## config.mk

```make
export PLATFORM = sky130hd
export DESIGN_NAME = alo_ctrl
export DESIGN_NICKNAME = d
export VERILOG_FILES = /design/src/design/alo_ctrl.v /design/src/design/alo_pin_sync.v
export VERILOG_INCLUDE_DIRS = /design/src /design/src/design
export SDC_FILE = /design/constraint.sdc
export NUM_CORES = 1
export LEC_CHECK = 0
export ABC_AREA = 0
export BUFFER_PORTS_ARGS = -buffer_cell sky130_fd_sc_hd__buf_2
export CAP_MARGIN = 20
export CORE_MARGIN = 2
export CORE_UTILIZATION = 45
export CTS_BUF_LIST = sky130_fd_sc_hd__clkbuf_4 sky130_fd_sc_hd__clkbuf_8
export CTS_CLUSTER_SIZE = 12
export DETAILED_ROUTE_END_ITERATION = 8
export PLACE_DENSITY = 0.76
export SLEW_MARGIN = 20
export SYNTH_ARGS = -nofsm -noshare
export SYNTH_HDL_FRONTEND = slang
export SYNTH_SLANG_ARGS = --single-unit
```

## constraint.sdc

```tcl
create_clock -name core_clk -period 15.75 [get_ports core_clk]
set_input_delay 2.3625 -clock core_clk [delete_from_list [all_inputs] [get_ports core_clk]]
set_output_delay 2.3625 -clock core_clk [all_outputs]
set_load 0.03 [all_outputs]
```

## src/design/alo_map.vh

```
// Constants for the access lock and overclock controller.
// Included by the controller, its checker and its bench; definitions only.
`ifndef ALO_MAP_VH
`define ALO_MAP_VH

// Register port addresses
`define ALO_A_KEY_LO 8'hD0
`define ALO_A_KEY_HI 8'hD1
`define ALO_A_TRY_LO 8'hD2
`define ALO_A_TRY_HI 8'hD3
`define ALO_A_OC_LO 8'hD4
`define ALO_A_OC_HI 8'hD5
`define ALO_A_STAT 8'hD6
`define ALO_A_VOUT_LO 8'hD7
`define ALO_A_VOUT_HI 8'hD8

// Access classes
`define ALO_CLS_OTHER 2'h0
`define ALO_CLS_CFG 2'h1
`define ALO_CLS_TELEM 2'h2
`define ALO_CLS_OPEN 2'h3

// Read protection levels
`define ALO_RD_NONE 2'h0
`define ALO_RD_CFG 2'h1
`define ALO_RD_NOTEL 2'h2

// Write protection levels
`define ALO_WR_NONE 2'h0
`define ALO_WR_CFG 2'h1

// Unlock methods
`define ALO_UL_PW 2'h0
`define ALO_UL_PIN 2'h1
`define ALO_UL_BOTH 2'h2

// Password handling
`define ALO_MAX_FAILS 3'h4
`define ALO_KEY_ZERO 16'h0000

// Overclock command fields
`define ALO_OC_EN 12
`define ALO_OC_OVR 11
`define ALO_OC_LL_HI 10
`define ALO_OC_LL_LO 9
`define ALO_OC_CODE_HI 8
`define ALO_OC_RESET 16'h2000

// Load line scale in fifths of nominal
`define ALO_LL_100 3'h5
`define ALO_LL_80 3'h4
`define ALO_LL_60 3'h3
`define ALO_LL_0 3'h0
`define ALO_LL_DIV 19'h00005

// Voltage steps in 0.25 mV units, code range, clamp table
`define ALO_STEP_625 5'h19
`define ALO_STEP_500 5'h14
`define ALO_CODE_MAX_625 12'h16E
`define ALO_CODE_MAX_500 12'h1CB
`define ALO_VMAX_BASE_625 9'h07F
`define ALO_VMAX_STEP_625 9'h012
`define ALO_VMAX_BASE_500 9'h080
`define ALO_VMAX_STEP_500 9'h018

// Telemetry trim scaling (shift to report units)
`define ALO_IIN_FIX_SH 2
`define ALO_IOUT1_SH 1

`endif

```

## src/design/alo_ctrl.v

```verilog
// Host-facing lock, address-offset and overclock control logic.
// Assumes a framed register port from the bus engine, nonvolatile
// settings held stable, and telemetry/codes on core_clk.
// Operation
// - Offset enable adds strap offset 0..15 to base serial address.
// - Offset added arithmetically; base plus fifteen at maximum.
// - Strap sampled once at enable; pin then only a lock input.
// - With pin protection on, lock pin high unlocks, low locks.
// - Read protection: none, config, all but telemetry, all.
// - Write protection: none, config only, all registers.
// - Unlock by password, pin, pin and password, or never.
// - Stored 16-bit key; zero is not a valid key.
// - Attempt register unlocks when written value matches key.
// - Fourth failed attempt locks up, refusing further unlocks.
// - Writing a key byte relocks password unlock at once; host re-unlocks.
// - Command bit 12 moves target to 9-bit overclock code.
// - Override mode uses overclock code, ignores processor code.
// - Track mode applies processor code changes as offset.
// - Bits 10..9 scale droop 100, 80, 60 or 0 percent.
// - Code step 6.25 or 5 mV; codes up to 366 or 459.
// - Output clamped to 4-bit selected maximum always.
// - Enable low clears overclock mode at once.
// - Input current gets fixed and per-phase trims.
// - Output current trims per loop, 0.5 A and 0.25 A steps.
// - Output voltage offset in 5 or 6.25 mV code steps.
// - Temperature report offset in 1 degree steps.
// - Reported voltage computed from code and load line.
`timescale 1ns/1ns
`include "alo_map.vh"
module alo_ctrl (
   // Clock and reset
   input wire core_clk,
   input wire rst_b,
   // Pins
   input wire en_pin,
   input wire lock_pin,
   input wire [3:0] strap_code,
   // Nonvolatile settings
   input wire [6:0] nv_base_addr,
   input wire nv_offset_en,
   input wire [1:0] nv_rd_level,
   input wire [1:0] nv_wr_level,
   input wire [1:0] nv_unlock_mode,
   input wire nv_pin_prot_en,
   input wire [15:0] nv_key_init,
   input wire nv_step_625,
   input wire [3:0] nv_vmax_sel,
   input wire [3:0] nv_vout_trim,
   input wire [7:0] nv_iin_fixed_trim,
   input wire [7:0] nv_iin_phase_trim,
   input wire [4:0] nv_iout1_trim,
   input wire [4:0] nv_iout2_trim,
   input wire [7:0] nv_temp_trim,
   // Register port
   input wire reg_wr_en,
   input wire reg_rd_en,
   input wire [7:0] reg_addr,
   input wire [1:0] reg_cls,
   input wire [7:0] reg_wdata,
   output reg [7:0] reg_rdata,
   output reg reg_denied,
   output wire acc_rd_ok,
   output wire acc_wr_ok,
   // Key store
   output reg nv_key_wr,
   output reg [15:0] nv_key_data,
   // Processor code and telemetry
   input wire [8:0] cpu_code,
   input wire [15:0] droop_q,
   input wire [15:0] iin_raw,
   input wire [3:0] phases,
   input wire [15:0] iout1_raw,
   input wire [15:0] iout2_raw,
   input wire [7:0] temp_raw,
   // Results
   output reg [6:0] bus_addr,
   output wire unlocked,
   output wire oc_active,
   output reg [8:0] vout_code,
   output reg [2:0] ll_fifths,
   output reg [15:0] vout_rpt,
   output reg [15:0] iin_rpt,
   output reg [15:0] iout1_rpt,
   output reg [15:0] iout2_rpt,
   output reg [7:0] temp_rpt
);
   wire en_s;
   wire lock_s;
   reg en_q;
   reg [3:0] strap_q;
   reg [15:0] key_q;
   reg [15:0] try_q;
   reg pw_ok_q;
   reg [2:0] fails_q;
   reg lockup_q;
   reg [15:0] oc_q;
   reg [8:0] base_cpu_q;
   reg [1:0] cls_sel;
   reg gate_ok;
   reg [11:0] target;
   reg [11:0] limit;
   reg [7:0] rd_mux;
   wire rd_ok;
   wire wr_ok;
   wire wr_go;
   wire [15:0] key_new;
   wire [15:0] try_word;
   wire [2:0] fails_d;
   wire pin_hi;
   wire [8:0] vmax_code;
   wire [11:0] code_max;
   wire [4:0] step_q;
   wire signed [12:0] track_delta;
   wire signed [12:0] raw_target;
   wire [18:0] droop_scaled;
   wire signed [17:0] vout_sum;
   wire signed [17:0] iin_sum;
   wire signed [17:0] iout1_sum;
   wire signed [17:0] iout2_sum;
   wire signed [8:0] temp_sum;

   alo_pin_sync u_en_sync (
      .core_clk(core_clk),
      .rst_b(rst_b),
      .pin(en_pin),
      .level_q(en_s)
   );

   alo_pin_sync u_lock_sync (
      .core_clk(core_clk),
      .rst_b(rst_b),
      .pin(lock_pin),
      .level_q(lock_s)
   );

   // Read gate per protection level
   function prot_rd;
      input [1:0] lvl;
      input [1:0] cls;
      begin
         if (cls == `ALO_CLS_OPEN || lvl == `ALO_RD_NONE)
            prot_rd = 1'b0;
         else if (lvl == `ALO_RD_CFG)
            prot_rd = (cls == `ALO_CLS_CFG);
         else if (lvl == `ALO_RD_NOTEL)
            prot_rd = (cls != `ALO_CLS_TELEM);
         else
            prot_rd = 1'b1;
      end
   endfunction

   // Write gate per protection level
   function prot_wr;
      input [1:0] lvl;
      input [1:0] cls;
      begin
         if (cls == `ALO_CLS_OPEN || lvl == `ALO_WR_NONE)
            prot_wr = 1'b0;
         else if (lvl == `ALO_WR_CFG)
            prot_wr = (cls == `ALO_CLS_CFG);
         else
            prot_wr = 1'b1;
      end
   endfunction

   // Pin counts as high when pin protection is off
   assign pin_hi = ~nv_pin_prot_en | lock_s;

   always @*
   begin
      case (nv_unlock_mode)
         `ALO_UL_PW: gate_ok = pw_ok_q;
         `ALO_UL_PIN: gate_ok = pin_hi;
         `ALO_UL_BOTH: gate_ok = pw_ok_q & pin_hi;
         default: gate_ok = 1'b0;
      endcase
   end

   // Lockup overrides every unlock path
   assign unlocked = gate_ok & ~lockup_q;

   // Own registers carry fixed classes
   always @*
   begin
      case (reg_addr)
         `ALO_A_KEY_LO, `ALO_A_KEY_HI: cls_sel = `ALO_CLS_CFG;
         `ALO_A_TRY_LO, `ALO_A_TRY_HI,
         `ALO_A_STAT: cls_sel = `ALO_CLS_OPEN;
         `ALO_A_VOUT_LO, `ALO_A_VOUT_HI: cls_sel = `ALO_CLS_TELEM;
         `ALO_A_OC_LO, `ALO_A_OC_HI: cls_sel = `ALO_CLS_OTHER;
         default: cls_sel = reg_cls;
      endcase
   end

   assign rd_ok = ~prot_rd(nv_rd_level, cls_sel) | unlocked;
   assign wr_ok = ~prot_wr(nv_wr_level, cls_sel) | unlocked;
   assign acc_rd_ok = rd_ok;
   assign acc_wr_ok = wr_ok;
   assign wr_go = reg_wr_en & wr_ok;

   assign key_new = (reg_addr == `ALO_A_KEY_HI) ?
      {reg_wdata, key_q[7:0]} : {key_q[15:8], reg_wdata};
   assign try_word = {try_q[15:8], reg_wdata};
   assign fails_d = fails_q + 3'h1;

   // Enable edge, strap capture, serial address
   always @(posedge core_clk)
   begin
      if (!rst_b)
      begin
         en_q <= 1'b0;
         strap_q <= 4'h0;
         bus_addr <= 7'h00;
      end
      else
      begin
         en_q <= en_s;
         if (en_s && !en_q)
            strap_q <= strap_code;
         bus_addr <= nv_base_addr +
            (nv_offset_en ? {3'h0, strap_q} : 7'h00);
      end
   end

   // Key, attempts and lockup
   always @(posedge core_clk)
   begin
      if (!rst_b)
      begin
         key_q <= nv_key_init;
         try_q <= 16'h0000;
         pw_ok_q <= 1'b0;
         fails_q <= 3'h0;
         lockup_q <= 1'b0;
         nv_key_wr <= 1'b0;
         nv_key_data <= 16'h0000;
      end
      else
      begin
         nv_key_wr <= 1'b0;
         if (wr_go && (reg_addr == `ALO_A_KEY_LO ||
             reg_addr == `ALO_A_KEY_HI))
         begin
            // Zero key refused, but the relock still happens
            if (key_new != `ALO_KEY_ZERO)
            begin
               key_q <= key_new;
               nv_key_wr <= 1'b1;
               nv_key_data <= key_new;
            end
            pw_ok_q <= 1'b0;
         end
         if (wr_go && reg_addr == `ALO_A_TRY_HI)
            try_q[15:8] <= reg_wdata;
         if (wr_go && reg_addr == `ALO_A_TRY_LO)
         begin
            try_q[7:0] <= reg_wdata;
            if (!lockup_q)
            begin
               if (try_word == key_q && key_q != `ALO_KEY_ZERO)
               begin
                  pw_ok_q <= 1'b1;
                  fails_q <= 3'h0;
               end
               else
               begin
                  pw_ok_q <= 1'b0;
                  fails_q <= fails_d;
                  if (fails_d == `ALO_MAX_FAILS)
                     lockup_q <= 1'b1;
               end
            end
         end
         // Enable cycle is the only way out of lockup
         if (!en_s)
         begin
            lockup_q <= 1'b0;
            fails_q <= 3'h0;
            pw_ok_q <= 1'b0;
         end
      end
   end

   // Overclock command register
   always @(posedge core_clk)
   begin
      if (!rst_b)
      begin
         oc_q <= `ALO_OC_RESET;
         base_cpu_q <= 9'h000;
      end
      else
      begin
         if (wr_go && reg_addr == `ALO_A_OC_LO)
         begin
            oc_q[7:0] <= reg_wdata;
            base_cpu_q <= cpu_code;
         end
         if (wr_go && reg_addr == `ALO_A_OC_HI)
         begin
            oc_q[15:8] <= reg_wdata;
            base_cpu_q <= cpu_code;
         end
         // Restart must boot at the normal code
         if (!en_s)
            oc_q[`ALO_OC_EN] <= 1'b0;
      end
   end

   assign oc_active = oc_q[`ALO_OC_EN];

   assign step_q = nv_step_625 ? `ALO_STEP_625 : `ALO_STEP_500;
   assign code_max = nv_step_625 ? `ALO_CODE_MAX_625 :
      `ALO_CODE_MAX_500;
   assign vmax_code = nv_step_625 ?
      `ALO_VMAX_BASE_625 + {5'h00, nv_vmax_sel} * `ALO_VMAX_STEP_625 :
      `ALO_VMAX_BASE_500 + {5'h00, nv_vmax_sel} * `ALO_VMAX_STEP_500;

   assign track_delta = $signed({4'h0, cpu_code}) -
      $signed({4'h0, base_cpu_q});
   assign raw_target = !oc_active ? $signed({4'h0, cpu_code}) :
      oc_q[`ALO_OC_OVR] ?
      $signed({4'h0, oc_q[`ALO_OC_CODE_HI:0]}) :
      $signed({4'h0, oc_q[`ALO_OC_CODE_HI:0]}) + track_delta;

   // Trim is signed; positive field lowers the target
   always @*
   begin
      target = raw_target[11:0] -
         {{8{nv_vout_trim[3]}}, nv_vout_trim};
      limit = ({3'h0, vmax_code} < code_max) ?
         {3'h0, vmax_code} : code_max;
      if (target[11])
         target = 12'h000;
      else if (target > limit)
         target = limit;
   end

   always @(posedge core_clk)
   begin
      if (!rst_b)
         ll_fifths <= `ALO_LL_100;
      else
      begin
         case (oc_q[`ALO_OC_LL_HI:`ALO_OC_LL_LO])
            2'h0: ll_fifths <= `ALO_LL_100;
            2'h1: ll_fifths <= `ALO_LL_80;
            2'h2: ll_fifths <= `ALO_LL_60;
            default: ll_fifths <= `ALO_LL_0;
         endcase
      end
   end

   // Droop scaling only applies in overclock mode
   assign droop_scaled = oc_active ?
      ({3'h0, droop_q} * {16'h0000, ll_fifths}) / `ALO_LL_DIV :
      {3'h0, droop_q};
   assign vout_sum = $signed({8'h00, ({1'b0, vout_code} + 10'h001)} *
      {13'h0000, step_q}) - $signed({1'b0, droop_scaled[16:0]});
   assign iin_sum = $signed({2'h0, iin_raw}) +
      ($signed({{10{nv_iin_fixed_trim[7]}}, nv_iin_fixed_trim})
      <<< `ALO_IIN_FIX_SH) +
      $signed({{10{nv_iin_phase_trim[7]}}, nv_iin_phase_trim}) *
      $signed({14'h0000, phases});
   assign iout1_sum = $signed({2'h0, iout1_raw}) +
      ($signed({{13{nv_iout1_trim[4]}}, nv_iout1_trim})
      <<< `ALO_IOUT1_SH);
   assign iout2_sum = $signed({2'h0, iout2_raw}) +
      $signed({{13{nv_iout2_trim[4]}}, nv_iout2_trim});
   assign temp_sum = $signed({temp_raw[7], temp_raw}) +
      $signed({nv_temp_trim[7], nv_temp_trim});

   // Output code and reports
   always @(posedge core_clk)
   begin
      if (!rst_b)
      begin
         vout_code <= 9'h000;
         vout_rpt <= 16'h0000;
         iin_rpt <= 16'h0000;
         iout1_rpt <= 16'h0000;
         iout2_rpt <= 16'h0000;
         temp_rpt <= 8'h00;
      end
      else
      begin
         vout_code <= target[8:0];
         vout_rpt <= vout_sum[17] ? 16'h0000 : vout_sum[15:0];
         iin_rpt <= iin_sum[15:0];
         iout1_rpt <= iout1_sum[15:0];
         iout2_rpt <= iout2_sum[15:0];
         temp_rpt <= temp_sum[7:0];
      end
   end

   // Key reads back through protection, attempt reads freely
   always @*
   begin
      case (reg_addr)
         `ALO_A_KEY_LO: rd_mux = key_q[7:0];
         `ALO_A_KEY_HI: rd_mux = key_q[15:8];
         `ALO_A_TRY_LO: rd_mux = try_q[7:0];
         `ALO_A_TRY_HI: rd_mux = try_q[15:8];
         `ALO_A_OC_LO: rd_mux = oc_q[7:0];
         `ALO_A_OC_HI: rd_mux = oc_q[15:8];
         `ALO_A_STAT: rd_mux = {lockup_q, unlocked, pin_hi,
            oc_active, strap_q};
         `ALO_A_VOUT_LO: rd_mux = vout_rpt[7:0];
         `ALO_A_VOUT_HI: rd_mux = vout_rpt[15:8];
         default: rd_mux = 8'h00;
      endcase
   end

   always @(posedge core_clk)
   begin
      if (!rst_b)
      begin
         reg_rdata <= 8'h00;
         reg_denied <= 1'b0;
      end
      else
      begin
         reg_denied <= (reg_rd_en & ~rd_ok) | (reg_wr_en & ~wr_ok);
         if (reg_rd_en)
            reg_rdata <= rd_ok ? rd_mux : 8'h00;
      end
   end
endmodule

```

## src/design/alo_pin_sync.v

```verilog
// Three-stage synchroniser for one level arriving from a pin.
// Assumes the pin is asynchronous to core_clk.
`timescale 1ns/1ns
module alo_pin_sync (
   // Clock and reset
   input wire core_clk,
   input wire rst_b,
   // Pin and clean level
   input wire pin,
   output reg level_q
);
   reg s1_q;
   reg s2_q;
   reg s3_q;

   // A change counts only once stages two and three agree
   always @(posedge core_clk)
   begin
      if (!rst_b)
      begin
         s1_q <= 1'b0;
         s2_q <= 1'b0;
         s3_q <= 1'b0;
         level_q <= 1'b0;
      end
      else
      begin
         s1_q <= pin;
         s2_q <= s1_q;
         s3_q <= s2_q;
         if (s2_q == s3_q)
            level_q <= s3_q;
      end
   end
endmodule

```

# After elaboration in Yosys (flattened, before gate mapping)
# Index checks and enable logic that the tools add are counted.
# totals
reg_bits	192
in_bits	187
output_inout_bits	121
elab_cells	158
# op_classes
addsub	14
n_mul	5
div	1
magnitude_cmp	2
n_eq_ne	25
n_mux	34
bitwise	16
n_reduce_logical	29
# op_table
operator	count
== test 8 bit (second input constant)	9
one-hot mux 8 bit (9 select lines)	1
two-way mux 16 bit	4
two-way mux 9 bit	5
nonzero test 16 bit	2
two-way mux 12 bit	2
divider 19 x 3 -> 19 bit (second input constant)	1
multiplier 16 x 3 -> 19 bit	1
subtractor 15 x 17 -> 18 bit	1
two-way mux 17 bit	1
adder 16 x 10 -> 16 bit	1
adder 16 x 13 -> 16 bit	1
adder 16 x 5 -> 16 bit	1
adder 16 x 6 -> 16 bit	1
== test 16 bit	1
two-way mux 8 bit	2
multiplier 10 x 5 -> 15 bit	1
multiplier 8 x 5 -> 13 bit	1
two-way mux 1 bit	13
greater-than comparator 12 x 9 -> 1 bit	1
subtractor 12 bit	1
adder 10 x 10 -> 11 bit	1
adder 9 x 1 -> 10 bit (second input constant)	1
== test 2 x 1 -> 1 bit (second input constant)	5
other kinds (30)	68

# Depth between registers and ports, before layout
# depth
word_depth	13
mapped_depth	63
depth_no_buf	55

# By module
# From an unflattened synthesis, not the netlist that was laid out.
# unflattened
cells_unflattened	2191
hier_area_um2	18596.6
# by_module_without_submodules
mod	instances	cells_per_inst	area_per_inst_um2	seq_area_each_um2
alo_ctrl	1	2171	18363.9	3843.7
alo_pin_sync	2	10	116.4	80.1

# Least setup slack after synthesis
# Ideal clock, no wire load.
# synth_timing
path_kind	input to register
start	input droop_q[2]
end	register vout_rpt[10]
t_arrival_ps	14414
required_ps	15622
slack_ps	1209
path_stages	57
cell_sequence	and2_1 fa_1 ha_1 inv_1 fa_1 nor2b_4 o31a_4 o31a_4 a22o_4 xor2_1 nor3_1 a222oi_1 and3_1 buf_6 mux2i_2 a21oi_1 a31o_1 or4_4 (+21 left out) ha_1 a21o_1 a21o_1 a21o_1 a21oi_1 o21bai_1 a21oi_1 o21bai_1 a21oi_1 o21bai_1 a21oi_1 o21bai_1 a21oi_1 nor2b_1 o21a_1 o21ai_1 clkbuf_1 nor2_1
# synth_between
elab_chain_cells	5
# synth_rtl
element	line	text
start, declared	alo_ctrl.v:69	input wire [15:0] droop_q,
multiplier 16 x 3 -> 19 bit	alo_ctrl.v:356	({3'h0, droop_q} * {16'h0000, ll_fifths}) / `ALO_LL_DIV :
divider 19 x 3 -> 19 bit (no source line)	-	
two-way mux 17 bit *	alo_ctrl.v:355	assign droop_scaled = oc_active ?
subtractor 15 x 17 -> 18 bit *	alo_ctrl.v:359	{13'h0000, step_q}) - $signed({1'b0, droop_scaled[16:0]});
OR reduction 2 bit (no source line)	-	
end signal, assigned	alo_ctrl.v:388	vout_rpt <= vout_sum[17] ? 16'h0000 : vout_sum[15:0];
end, declared	alo_ctrl.v:81	output reg [15:0] vout_rpt,
# Every way passes the cells marked *; elsewhere a longest branch is shown, timed or not.
# A chain may end at the register's enable or synchronous reset.

# Worst setup path after layout
# layout_timing
start	input droop_q[0]
end	register vout_rpt[15]
# Same word-level chain as after synthesis.

==> impl_metrics.prom <==
# TYPE chip_impl_metric gauge
chip_impl_metric{name="layout_min_cycle_time",unit="ns"} 14.92
chip_impl_metric{name="port_buffers",unit=""} 307
chip_impl_metric{name="ratio_of_cells_with_drive_above_1_in_the_final_layout",unit=""} 0.1872
chip_impl_metric{name="drt_pre_antenna_iters",unit=""} 6
chip_impl_metric{name="worst_ep_required_time",unit="ns"} 16.11
chip_impl_metric{name="total_power",unit="W"} 0.002889
chip_impl_metric{name="antenna_found_initial",unit=""} 11
chip_impl_metric{name="asyncSetResetFlopFracSynth",unit=""} 0
chip_impl_info{name="cts_root_cell",value="sky130_fd_sc_hd__clkbuf_8"} 1
chip_impl_metric{name="power_density",unit="nW/µm²"} 138.9
chip_impl_metric{name="static-leakage-power",unit="nW"} 9.702
chip_impl_info{name="worstHoldPathType",value="reg -> reg"} 1
chip_impl_metric{name="layout_area_growth_over_synthesis",unit="%"} 13.86
chip_impl_metric{name="synth.yosys.seq_area_share",unit=""} 0.2191
chip_impl_info{name="crit_slowest_cell",value="sky130_fd_sc_hd__or4_1"} 1
chip_impl_metric{name="fp.dieH",unit="µm"} 205.5
chip_impl_metric{name="setup-tns-final",unit="ns"} 0
chip_impl_metric{name="finished_layout_cell_area",unit="µm²"} 20800
chip_impl_info{name="mostFrequentLayoutCell",value="sky130_fd_sc_hd__buf_2"} 1
chip_impl_metric{name="hold_violations",unit=""} 0
chip_impl_metric{name="placementRows",unit=""} 73
chip_impl_metric{name="clk_transition_reported_paths",unit="ns"} 0.10
chip_impl_metric{name="dp_cells",unit=""} 2902
chip_impl_metric{name="max_freq",unit="GHz"} 0.06703
chip_impl_metric{name="grt_pass1_wl",unit="mm"} 84.54
chip_impl_metric{name="die_width",unit="µm"} 205.5
chip_impl_metric{name="placeableCoreArea",unit="µm²"} 39910
chip_impl_metric{name="clock_insertion_delay_worst_skew",unit="ns"} 0.47
chip_impl_metric{name="num_io_pins",unit=""} 308
chip_impl_metric{name="ys_ff_latch",unit=""} 192
chip_impl_metric{name="wirelength",unit="mm"} 53.55
chip_impl_metric{name="timing.critical_path.fanout_max",unit=""} 16
chip_impl_info{name="cpMostUsedCell",value="sky130_fd_sc_hd__a21oi_1"} 1
chip_impl_metric{name="post_drt_via_cell_ratio",unit=""} 5.569
chip_impl_metric{name="skew",unit="ns"} 0.02365
chip_impl_metric{name="post_cts_buffers",unit=""} 0
chip_impl_metric{name="floorplan_die_area",unit="µm²"} 42230
chip_impl_metric{name="antenna_violating_nets_post_route",unit=""} 0
chip_impl_metric{name="drc",unit=""} 0
chip_impl_metric{name="worst_hold_slack",unit="ns"} 0.4451
chip_impl_metric{name="dr_total_vias",unit=""} 16370
chip_impl_info{name="synth_top_flop_cell",value="sky130_fd_sc_hd__dfxtp_1"} 1
chip_impl_metric{name="layout.nets",unit=""} 2844
chip_impl_metric{name="finalNonFillerCells",unit=""} 2940
chip_impl_metric{name="fill_cells",unit=""} 3738
chip_impl_metric{name="detail_route.wl_per_cell",unit="µm"} 18.21
chip_impl_metric{name="timing.hold.worst_path_depth",unit=""} 1
chip_impl_metric{name="place.detailed.hpwl",unit="mm"} 43.73
chip_impl_info{name="worstSetupPathType",value="in -> reg"} 1
chip_impl_info{name="run_status",value="complete, no violations"} 1
chip_impl_metric{name="slowest_delay",unit="ns"} 0.51
chip_impl_metric{name="cts.sink_count",unit=""} 192
chip_impl_metric{name="place_congestion",unit=""} 0.9176
chip_impl_metric{name="number_of_enable_type_register_cells_in_the_synthesized_netlist",unit=""} 16
chip_impl_metric{name="grt_max_degree",unit=""} 99
chip_impl_metric{name="dpl_cell_area",unit="µm²"} 20370
chip_impl_metric{name="r2r_setup_slack",unit="ns"} 2.06
chip_impl_metric{name="cts-root-to-sink-buffers",unit=""} 2
chip_impl_metric{name="worst_pin_slew",unit="ns"} 0.9650
chip_impl_metric{name="max_cap_viol_count",unit=""} 0
chip_impl_metric{name="cell_depth_of_the_worst_flop_to_flop_path",unit=""} 58
chip_impl_metric{name="synthesis.area",unit="µm²"} 18270
chip_impl_metric{name="ys_warn_count",unit=""} 0
chip_impl_metric{name="htree_num_levels",unit=""} 4
chip_impl_info{name="timing.critical_path.to_type",value="flop"} 1
chip_impl_metric{name="ir_worst_vdd",unit="mV"} 0.1194
chip_impl_metric{name="via_count_of_the_first_global_routing_pass",unit=""} 16360
chip_impl_info{name="clock_tree_from_tritoncts",value="done"} 1
chip_impl_metric{name="netlist-cell-type-count",unit=""} 109
chip_impl_metric{name="setup-violations-final",unit=""} 0
chip_impl_metric{name="grt_overflow",unit=""} 0
chip_impl_metric{name="cts_made_buffers",unit=""} 17
chip_impl_metric{name="postSynthAreaPerCell",unit="µm²"} 8.610
chip_impl_info{name="cp-start-kind",value="input pin"} 1
chip_impl_metric{name="critPathArrivalTime",unit="ns"} 15.27
chip_impl_info{name="final_cell_mix",value="306 x sky130_fd_sc_hd__buf_2, 176 x sky130_fd_sc_hd__dfxtp_1, 174 x sky130_fd_sc_hd__inv_1, 171 x sky130_fd_sc_hd__ha_1, 153 x sky130_fd_sc_hd__a21oi_1"} 1
chip_impl_metric{name="gr-usage-all-layers",unit=""} 0.2520
chip_impl_metric{name="synth_cells",unit=""} 2122
chip_impl_metric{name="initialDrtViolationCount",unit=""} 1174
chip_impl_metric{name="timing_max_transition_violations_final",unit=""} 0
chip_impl_metric{name="timing.max_slew.rel_slack",unit=""} 0.3545
chip_impl_metric{name="finalCritPeriodShare",unit=""} 0.9472
chip_impl_metric{name="initial_utilization",unit=""} 0.4578
what timing repair did:
| action | CTS | global route |
|---|---|---|
| hold buffers | 0 | 0 |
| endpoints found under the hold margin | 0 | 0 |
| setup endpoints to repair | 0 | 16 |
| resized for setup | 0 | 8 |
critical path, delay by kind of cell:
family                   cells  cell delay (ns)
AO/OA/AOI/OAI               33             6.71
AND/OR/NAND/NOR             11             2.49
adder cells (fa/ha/maj)      7             2.05
buffers and inverters        5             0.77
XOR/XNOR                     2             0.53
multiplexers                 1             0.34
power breakdown:
| part | switching (W) | internal, W |
|---|---|---|
| Clock | 0.000206 | 0.000121 |
| Sequential | 0.0000190 | 0.000531 |
| Combinational | 0.00116 | 0.000847 |
| Total | 0.00139 | 0.00150 |
Yosys cell counts, types with 11 or more instances:
| cell | n | share of area |
|---|---|---|
| sky130_fd_sc_hd__nor4_1 | 20 | 0.0068 |
| sky130_fd_sc_hd__dfxtp_1 | 176 | 0.19 |
| sky130_fd_sc_hd__fa_1 | 90 | 0.099 |
| sky130_fd_sc_hd__xor2_1 | 64 | 0.031 |
| sky130_fd_sc_hd__clkbuf_1 | 68 | 0.014 |
| sky130_fd_sc_hd__nand3_1 | 41 | 0.011 |
| sky130_fd_sc_hd__edfxtp_1 | 16 | 0.026 |
| sky130_fd_sc_hd__o211ai_1 | 11 | 0.0045 |
| sky130_fd_sc_hd__a31oi_1 | 16 | 0.0055 |
| sky130_fd_sc_hd__o21bai_1 | 38 | 0.016 |
| sky130_fd_sc_hd__o211a_1 | 17 | 0.0093 |
| sky130_fd_sc_hd__nor3_1 | 33 | 0.0090 |
| sky130_fd_sc_hd__a21o_1 | 48 | 0.020 |
| sky130_fd_sc_hd__o21ai_1 | 12 | 0.0033 |
| sky130_fd_sc_hd__ha_1 | 171 | 0.12 |
| sky130_fd_sc_hd__nor2_1 | 134 | 0.028 |
| sky130_fd_sc_hd__nand2b_1 | 29 | 0.0099 |
| sky130_fd_sc_hd__o21ai_0 | 63 | 0.017 |
| sky130_fd_sc_hd__a211oi_1 | 18 | 0.0074 |
| sky130_fd_sc_hd__o21a_1 | 14 | 0.0058 |
| sky130_fd_sc_hd__inv_1 | 174 | 0.036 |
| sky130_fd_sc_hd__a22oi_1 | 11 | 0.0045 |
| sky130_fd_sc_hd__o22ai_1 | 11 | 0.0038 |
| sky130_fd_sc_hd__and3_1 | 11 | 0.0038 |
| sky130_fd_sc_hd__xnor2_1 | 73 | 0.035 |
| sky130_fd_sc_hd__nor2b_1 | 85 | 0.029 |
| sky130_fd_sc_hd__and2_1 | 116 | 0.040 |
| sky130_fd_sc_hd__a21oi_1 | 153 | 0.042 |
| sky130_fd_sc_hd__mux2i_1 | 63 | 0.035 |
| sky130_fd_sc_hd__nand2_1 | 142 | 0.029 |
state kept, by name, indices dropped and copies added (netlist names), 3 cells and up:
register     count
base_cpu_q       9
ll_fifths        3
nv_key_data     16
oc_q            16
vout_rpt        16
bus_addr         7
try_q           16
iout2_rpt       16
key_q           16
iin_rpt         16
strap_q          4
vout_code        9
fails_q          3
temp_rpt         8
reg_rdata        8
iout1_rpt       16
area by class of cell:
cell class	count	area, µm²	share of cell area
Multi-Input combinational cell	1669	13290	0.6387
Sequential cell	192	4004	0.1925
Timing Repair Buffer	342	1802	0.08661
Tap cell	525	656.9	0.03158
Inverter	174	653.1	0.03139
Clock buffer	18	241.5	0.01161
Clock inverter	14	145.1	0.006977
Antenna cell	6	15.01	0.0007217
routing by layer:
layer,part of all wire,global-route usage,vias to the layer above
met5,0.0017,0,-
met4,0.030,0.08222,14
met3,0.069,0.05955,100
met2,0.48,0.4345,537
met1,0.42,0.3084,7795
li1,-,-,7927
kinds of logic (layout without fill, tap and decap cells):
group                    count (synthesis)  in the layout  synth area share
AO/OA/AOI/OAI                          508            508            0.1953
XOR/XNOR                               140            140           0.06896
adder cells (fa/ha/maj)                264            264            0.2174
buffers and inverters                  266            548           0.05759
flip-flops                             192            192            0.2191
multiplexers                            82             82           0.05129
other                                    2             13         0.0004110
AND/OR/NAND/NOR                        668            668            0.1900
per-stage QoR:
stage	worst slack [ns]	utilization
after floorplan	1.209	-
after global placement	0.3468	0.5103
after detailed placement	0.001718	0.5103
after CTS	0.4696	0.5200
after global routing	-0.03651	0.5208
final	0.8317	0.5212
path summary, 6_finish.rpt:
| kind | from | to |
|---|---|---|
| worst max-delay path | droop_q[0] | vout_rpt[15]$_SDFF_PP0_ |
| worst min-delay path | u_lock_sync.s1_q$_SDFF_PN0_ | u_lock_sync.s2_q$_SDFF_PN0_ |
| worst max register to register | ll_fifths[2]$_SDFF_PN1_ | vout_rpt[15]$_SDFF_PP0_ |
| worst min register to register | u_lock_sync.s1_q$_SDFF_PN0_ | u_lock_sync.s2_q$_SDFF_PN0_ |
(Power assumes the default switching activity.)
